`config.mk`:
```
export PLATFORM = sky130hd
export DESIGN_NAME = web_guide_remote_command_regs
export DESIGN_NICKNAME = d
export VERILOG_FILES = /design/src/verilog/web_guide_pkg.sv /design/src/verilog/web_guide_remote_command_regs.sv
export SDC_FILE = /design/constraint.sdc
export NUM_CORES = 1
export LEC_CHECK = 0
export ABC_AREA = 1
export BUFFER_PORTS_ARGS = -buffer_cell sky130_fd_sc_hd__buf_2
export CAP_MARGIN = 10
export CORE_MARGIN = 8
export CORE_UTILIZATION = 50
export DETAILED_ROUTE_END_ITERATION = 10
export PLACE_DENSITY = 0.75
export SLEW_MARGIN = 10
export SYNTH_ARGS = -nofsm -noshare
export SYNTH_HDL_FRONTEND = slang
export SYNTH_SLANG_ARGS = --single-unit
```
`constraint.sdc`:
```
create_clock -name i_core_clk -period 6.15 [get_ports i_core_clk]
set_clock_uncertainty 0.2 [all_clocks]
set_input_delay 0.3075 -clock i_core_clk [delete_from_list [all_inputs] [get_ports i_core_clk]]
set_output_delay 0.3075 -clock i_core_clk [all_outputs]
set_load 0.02 [all_outputs]
```
`src/verilog/web_guide_pkg.sv`:
```
// constants and types for the web guide remote command registers
package web_guide_pkg;

  // =====================================================
  // register select codes on the write port
  localparam logic [1:0] SEL_CMD = 2'h0;
  localparam logic [1:0] SEL_OFFSET = 2'h1;
  localparam logic [1:0] SEL_SPEED = 2'h2;
  localparam logic [1:0] SEL_ACCEL = 2'h3;

  // =====================================================
  // field layouts and reset values
  localparam int SPEED_EN_BIT = 15;
  localparam int SPEED_VAL_LSB = 8;
  localparam int ACCEL_EN_BIT = 7;
  localparam int ACCEL_VAL_LSB = 0;
  localparam logic [6:0] SETTING_MAX = 7'h64;
  localparam logic [15:0] CMD_RESET = 16'h0000;
  localparam logic [15:0] OFFSET_RESET = 16'h0000;
  localparam logic [6:0] SETTING_RESET = 7'h00;

  // =====================================================
  // distances, one count of guide point is 0.0635 mm
  localparam int COUNT_NM = 63500;
  localparam int STEP_NM = 254000;
  localparam int MARGIN_NM = 3175000;
  localparam int STEP_COUNTS = STEP_NM / COUNT_NM;
  localparam int MARGIN_COUNTS = (MARGIN_NM + COUNT_NM - 1) / COUNT_NM;
  // half window width in counts depends on the sensor fitted
  localparam int WINDOW_HALF_COUNTS = 1000;
  localparam int GP_LIMIT = WINDOW_HALF_COUNTS - MARGIN_COUNTS;

  // =====================================================
  // command word layout, msb first
  typedef struct packed {
    logic [1:0] rsvd_hi;
    logic gross_en;
    logic center;
    logic right;
    logic left;
    logic auto_mode;
    logic remote;
    logic [7:0] rsvd_lo;
  } cmd_type;

  // write request from the fieldbus side
  typedef struct packed {
    logic en;
    logic [1:0] sel;
    logic [15:0] data;
  } wr_req_type;

endpackage

```
`src/verilog/web_guide_remote_command_regs.sv`:
```
// remote command register set of the web guide controller
`timescale 1ns/100ps

// How it works
// - reserved command bits stored zero, no effect
// - bit 8 hands control to remote
// - bit 9 selects manual or automatic
// - manual: bit 10 level jogs left
// - auto: bit 10 rise steps point down
// - manual: bit 11 level jogs right
// - auto: bit 11 rise steps point up
// - command bits never changed by hardware
// - guide point clamped keeping margin
// - manual: bit 12 rise starts centering
// - auto: bit 12 rise centres point
// - auto: writing zero only clears bit
// - bit 13 gates offset writes onto the point, word always stored
// - offset is signed 16-bit from middle
// - positive offset right, negative left
// - one offset count is 0.0635 mm
// - speed taken only with bit 15
// - acceleration taken only with bit 7
module web_guide_remote_command_regs
  import web_guide_pkg::*;
(
  input wire logic i_core_clk,
  input wire logic i_srst,
  input wire wr_req_type i_wr,
  output logic [15:0] o_cmd_word,
  output logic [15:0] o_offset_word,
  output logic o_remote_active,
  output logic o_auto_mode,
  output logic o_jog_left,
  output logic o_jog_right,
  output logic o_center_start,
  output logic o_gross_enable,
  output logic signed [15:0] o_guide_point,
  output logic [6:0] o_speed,
  output logic [6:0] o_accel
);

  // =====================================================
  // state
  cmd_type cmd_reg, cmd_next;
  logic [15:0] offset_reg, offset_next;
  logic signed [15:0] gp_reg, gp_next;
  logic [6:0] speed_reg, speed_next;
  logic [6:0] accel_reg, accel_next;
  logic jog_left_reg, jog_left_next;
  logic jog_right_reg, jog_right_next;
  logic center_reg, center_next;
  logic remote_reg, remote_next;
  logic auto_reg, auto_next;
  logic gross_reg, gross_next;

  function automatic logic signed [15:0] clamp_gp(
    input logic signed [17:0] v
  );
    logic signed [17:0] lim;
    lim = 18'(GP_LIMIT);
    if (v > lim) begin
      clamp_gp = 16'(lim);
    end else if (v < -lim) begin
      clamp_gp = 16'(-lim);
    end else begin
      clamp_gp = 16'(v);
    end
  endfunction

  // =====================================================
  // next state
  always_comb begin
    cmd_type wcmd;
    logic wr_cmd;
    logic rise_l, rise_r, rise_c;
    logic signed [17:0] delta;
    wcmd = cmd_type'(i_wr.data);
    wr_cmd = i_wr.en && (i_wr.sel == SEL_CMD);
    rise_l = wr_cmd && wcmd.left && !cmd_reg.left;
    rise_r = wr_cmd && wcmd.right && !cmd_reg.right;
    rise_c = wr_cmd && wcmd.center && !cmd_reg.center;
    delta = 18'sh00000;
    cmd_next = cmd_reg;
    offset_next = offset_reg;
    gp_next = gp_reg;
    speed_next = speed_reg;
    accel_next = accel_reg;
    center_next = 1'b0;
    // reserved bits never reach the guide
    wcmd.rsvd_hi = 2'h0;
    wcmd.rsvd_lo = 8'h00;
    // only writes move command bits, never position feedback
    if (wr_cmd) begin
      cmd_next = wcmd;
    end
    if (cmd_next.remote) begin
      if (cmd_next.auto_mode) begin
        // a zero write only clears the stored bit
        if (rise_r) begin
          delta = delta + 18'(STEP_COUNTS);
        end
        if (rise_l) begin
          delta = delta - 18'(STEP_COUNTS);
        end
        if (rise_c) begin
          gp_next = 16'sh0000;
        end else begin
          gp_next = clamp_gp(18'(gp_reg) + delta);
        end
      end else begin
        center_next = rise_c;
      end
    end
    if (i_wr.en && (i_wr.sel == SEL_OFFSET)) begin
      offset_next = i_wr.data;
      // counts are 0.0635 mm from middle, sign gives the side
      if (cmd_reg.remote && cmd_reg.gross_en) begin
        gp_next = clamp_gp(18'(signed'(i_wr.data)));
      end
    end
    if (i_wr.en && (i_wr.sel == SEL_SPEED) && i_wr.data[SPEED_EN_BIT]
        && (i_wr.data[SPEED_VAL_LSB +: 7] <= SETTING_MAX)) begin
      speed_next = i_wr.data[SPEED_VAL_LSB +: 7];
    end
    if (i_wr.en && (i_wr.sel == SEL_ACCEL) && i_wr.data[ACCEL_EN_BIT]
        && (i_wr.data[ACCEL_VAL_LSB +: 7] <= SETTING_MAX)) begin
      accel_next = i_wr.data[ACCEL_VAL_LSB +: 7];
    end
    // local operator keeps control unless remote is set
    remote_next = cmd_next.remote;
    auto_next = cmd_next.remote && cmd_next.auto_mode;
    gross_next = cmd_next.remote && cmd_next.gross_en;
    jog_left_next = cmd_next.remote && !cmd_next.auto_mode
                    && cmd_next.left;
    jog_right_next = cmd_next.remote && !cmd_next.auto_mode
                     && cmd_next.right;
  end

  // =====================================================
  // registers
  always_ff @(posedge i_core_clk) begin
    if (i_srst) begin
      cmd_reg <= cmd_type'(CMD_RESET);
      offset_reg <= OFFSET_RESET;
      gp_reg <= 16'sh0000;
      speed_reg <= SETTING_RESET;
      accel_reg <= SETTING_RESET;
      jog_left_reg <= 1'b0;
      jog_right_reg <= 1'b0;
      center_reg <= 1'b0;
      remote_reg <= 1'b0;
      auto_reg <= 1'b0;
      gross_reg <= 1'b0;
    end else begin
      cmd_reg <= cmd_next;
      offset_reg <= offset_next;
      gp_reg <= gp_next;
      speed_reg <= speed_next;
      accel_reg <= accel_next;
      jog_left_reg <= jog_left_next;
      jog_right_reg <= jog_right_next;
      center_reg <= center_next;
      remote_reg <= remote_next;
      auto_reg <= auto_next;
      gross_reg <= gross_next;
    end
  end

  assign o_cmd_word = cmd_reg;
  assign o_offset_word = offset_reg;
  assign o_remote_active = remote_reg;
  assign o_auto_mode = auto_reg;
  assign o_jog_left = jog_left_reg;
  assign o_jog_right = jog_right_reg;
  assign o_center_start = center_reg;
  assign o_gross_enable = gross_reg;
  assign o_guide_point = gp_reg;
  assign o_speed = speed_reg;
  assign o_accel = accel_reg;

  logic wr_cmd_c;
  assign wr_cmd_c = i_wr.en && (i_wr.sel == SEL_CMD);
endmodule
```
==> impl_metrics.csv <==
group,metric,value,unit
clock_network,cts_tree,"done",
clock_network,clkTransAtPathRegs,0.07,ns
global_route,antenna_found_initial,0,
power_and_ir_drop,leakagePower,2.31,nW
die,core,0.00757,mm²
route,vias_per_cell,5.20,
finish,drive_above_1_share,19.9,%
synth,synth_commonest_cells,"nand2_1, inv_1, a21oi_1, nor2_1, dfxtp_1",
placement,portBuffers,78,
setup_path,worst_setup_path_start_kind,"primary input",
clock_network,cts_setup_buffers,0,
finish,nFillCells,745,
synth,yosysWarnings,0,
placement,place_congestion,0.967,
setup_path,endpoint_kind,"flop",
synth,synth-simple-area-share,35.8,%
sta,setup_viol,0,
setup_path,cp.arrival,3.96,ns
sta,finalCriticalPeriod,3.90,ns
synth,ys.flop_type,"dfxtp_1",
sta,finalHoldViolCount,0,
synth,async_flop_share,0,%
clock_network,htreeDepth,3,
route,drt-wirelength-per-cell,14.3,µm
setup_path,rrSetupSlack,2.60,ns
finish,seqCellArea,0.00114,mm²
synth,synth_top_family_by_area,"simple AND/OR/NAND/NOR gates",
sta,min_period_over_period,63.3,%
clock_network,cts_buffers,9,
synth,synth_area_leaders,"dfxtp_1, nand2_1, a21oi_1",
setup_path,critPathRequiredTime,6.21,ns
global_route,grt_pass1_wl,19100,µm
finish,multi_input_area,0.00224,mm²
clock_network,clk_latency,0.34,ns
clock_network,cts.path.max_buffers,2,
sta,worst_slack,2.25,ns
synth,postSynthAreaPerCell,6.13,µm²
die,dieArea,0.0107,mm²
setup_path,slowest_stage,"ha_1",
synth,synth.distinct_cells,37,
global_route,grt_remaining_overflow,0,
sta,rsz0062_at_grt,"false",
worst_hold_path,hold_path.class,"in2reg",
sta,finalMaxSlewViolations,0,
route,vias,4174,
finish,n_antenna_cell,0,
sta,setup_tns,0,ns
synth,mappedNetlistArea,0.00384,mm²
setup_path,critical_path.max_stage_delay,0.46,ns
finish,layout-area-overhead-vs-synth,16.2,%
synth,seq_area_frac_synth,29.7,%
outcome,status,"finished, final reports clean",
synth,synth_top_area_share,29.7,%
route,antenna_left,0,
synth,synth_mux_area_share,0,%
route,drc,0,
synth,synthAdderAreaFrac,1.63,%
setup_path,crit_fanout,15,
global_route,grt_max_degree,44,
synth,yosysTopAreaCell,"dfxtp_1",
clock_network,holdBufCountCts,0,
clock_network,post_cts_resized,0,
clock_network,root_buffer,"clkbuf_8",
route,dr.pass1.iters,5,
placement,post-place-ws,1.99,ns
sta,worst_pin_slew,0.941,ns
die,ios,89,
die,die_h,104,µm
clock_network,cts.sinks,57,
setup_path,path_common_cell,"nand2_1",
finish,final_net_count,721,
synth,synth_compound_area_share,19.2,%
die,rows,32,
power_and_ir_drop,cellPowerDensity,213,mW/mm²
synth,synth_most_common_cell,"nand2_1",
sta,max-slew-margin-rel,37.2,%
die,initial_core_util,50.7,%
global_route,first_global_vias,4112,
synth,synth_xor_xnor_area_share,0.717,%
route,wl,11400,µm
synth,synth_seq_cells,57,
power_and_ir_drop,vdd_drop_max,0.289,mV
synth,synth_edf_count,0,
route,drt_iter0_drc,287,
sta,max_freq,0.257,GHz
die,die_w,104,µm
run,cap_violations,0,
placement,hpwl,9100,µm
setup_path,critPathKind,"in2reg",
global_route,grt_use_total,20.9,%
synth,netlist_instances,626,
layer usage:
metal  vias up  track usage (%)  wire (µm)
li1       2128                -          -
met1      1865             24.3       4860
met2       150             35.7       5510
met3        31             4.40        673
met4         0             9.97        390
met5         -                0          0
registers in the layout (all words and copies together) (netlist names), 5 cells and up:
signal,flops
o_guide_point,16
o_accel,7
o_speed,7
o_cmd_word,5
o_offset_word,16
cells in the final DEF (no fill, tap or decap):
| cell type | count |
|---|---|
| o21ai_1 | 3 |
| clkinvlp_4 | 1 |
| ha_1 | 5 |
| nor4_1 | 1 |
| clkinv_2 | 1 |
| nor2_4 | 3 |
| nand4_1 | 7 |
| dfxtp_1 | 57 |
| o21ai_2 | 1 |
| a21oi_2 | 10 |
| or2_0 | 1 |
| nand2_2 | 9 |
| and2_1 | 1 |
| nor2_2 | 9 |
| clkbuf_1 | 1 |
| inv_2 | 4 |
| buf_2 | 78 |
| clkinv_1 | 4 |
| nor3_1 | 7 |
| nand4_2 | 1 |
| nor2_1 | 58 |
| nand3_1 | 34 |
| a211oi_1 | 3 |
| o21ai_0 | 48 |
| a31oi_1 | 1 |
| nand3_2 | 4 |
| or2_2 | 1 |
| xor2_4 | 1 |
| inv_1 | 72 |
| and3_1 | 1 |
| nand2_1 | 176 |
| nand3b_1 | 1 |
| o31ai_1 | 3 |
| buf_4 | 2 |
| a21oi_1 | 67 |
| nand2_4 | 1 |
| bufinv_16 | 3 |
| clkbuf_8 | 10 |
| conb_1 | 10 |
report_power, final:
group	leakage, nW	switching [mW]	internal, mW
clock network	0.120	0.149	0.279
registers	0.463	0.00745	0.381
logic	1.73	0.0960	0.0393
final timing paths:
kind,start,to,cells after the start
hold reg to reg,o_cmd_word[12],o_cmd_word[12],2
hold / removal,i_wr[12],o_cmd_word[12],3
setup / recovery,i_wr[16],o_guide_point[10],26
setup reg to reg,o_cmd_word[11],o_guide_point[10],21
per-stage QoR:
stage               instance area, µm²  power, mW  instances  hold slack (ns)  utilization [%]
finish                            4460      0.952        802           0.0835             58.9
global route                      4460      0.987        802           0.0799             58.9
CTS                               4460      0.957        802           0.0654             58.9
detailed placement                4220      0.529        786            0.273             55.7
global placement                  4220      0.528        786            0.255             55.7
floorplan                         3870      0.495        635            0.186                -
critical path, delay by kind of cell:
family	cells	cell delay, ns
AOI/OAI and AO/OA	1	0.20
and+or+nand+nor	19	2.17
buffers and inverters	5	0.81
adders and majority gates	1	0.46
cell families (layout without fill, tap and decap cells):
kind of cell | Yosys count | count (layout)
other | 1 | 10
adders and majority gates | 5 | 5
buffers and inverters | 111 | 176
and+or+nand+nor | 315 | 315
AOI/OAI and AO/OA | 136 | 136
xor gates and xnor gates | 1 | 1
DFF | 57 | 57
layout make-up:
class	count	area share (%)
well taps	102	2.86
flip-flops and latches	57	25.6
inverters	80	6.73
clock inverters	5	2.30
multi-input cells	467	50.3
repair buffers	80	9.09
clock buffers	11	3.17
Power figures use the tool's default switching activity.
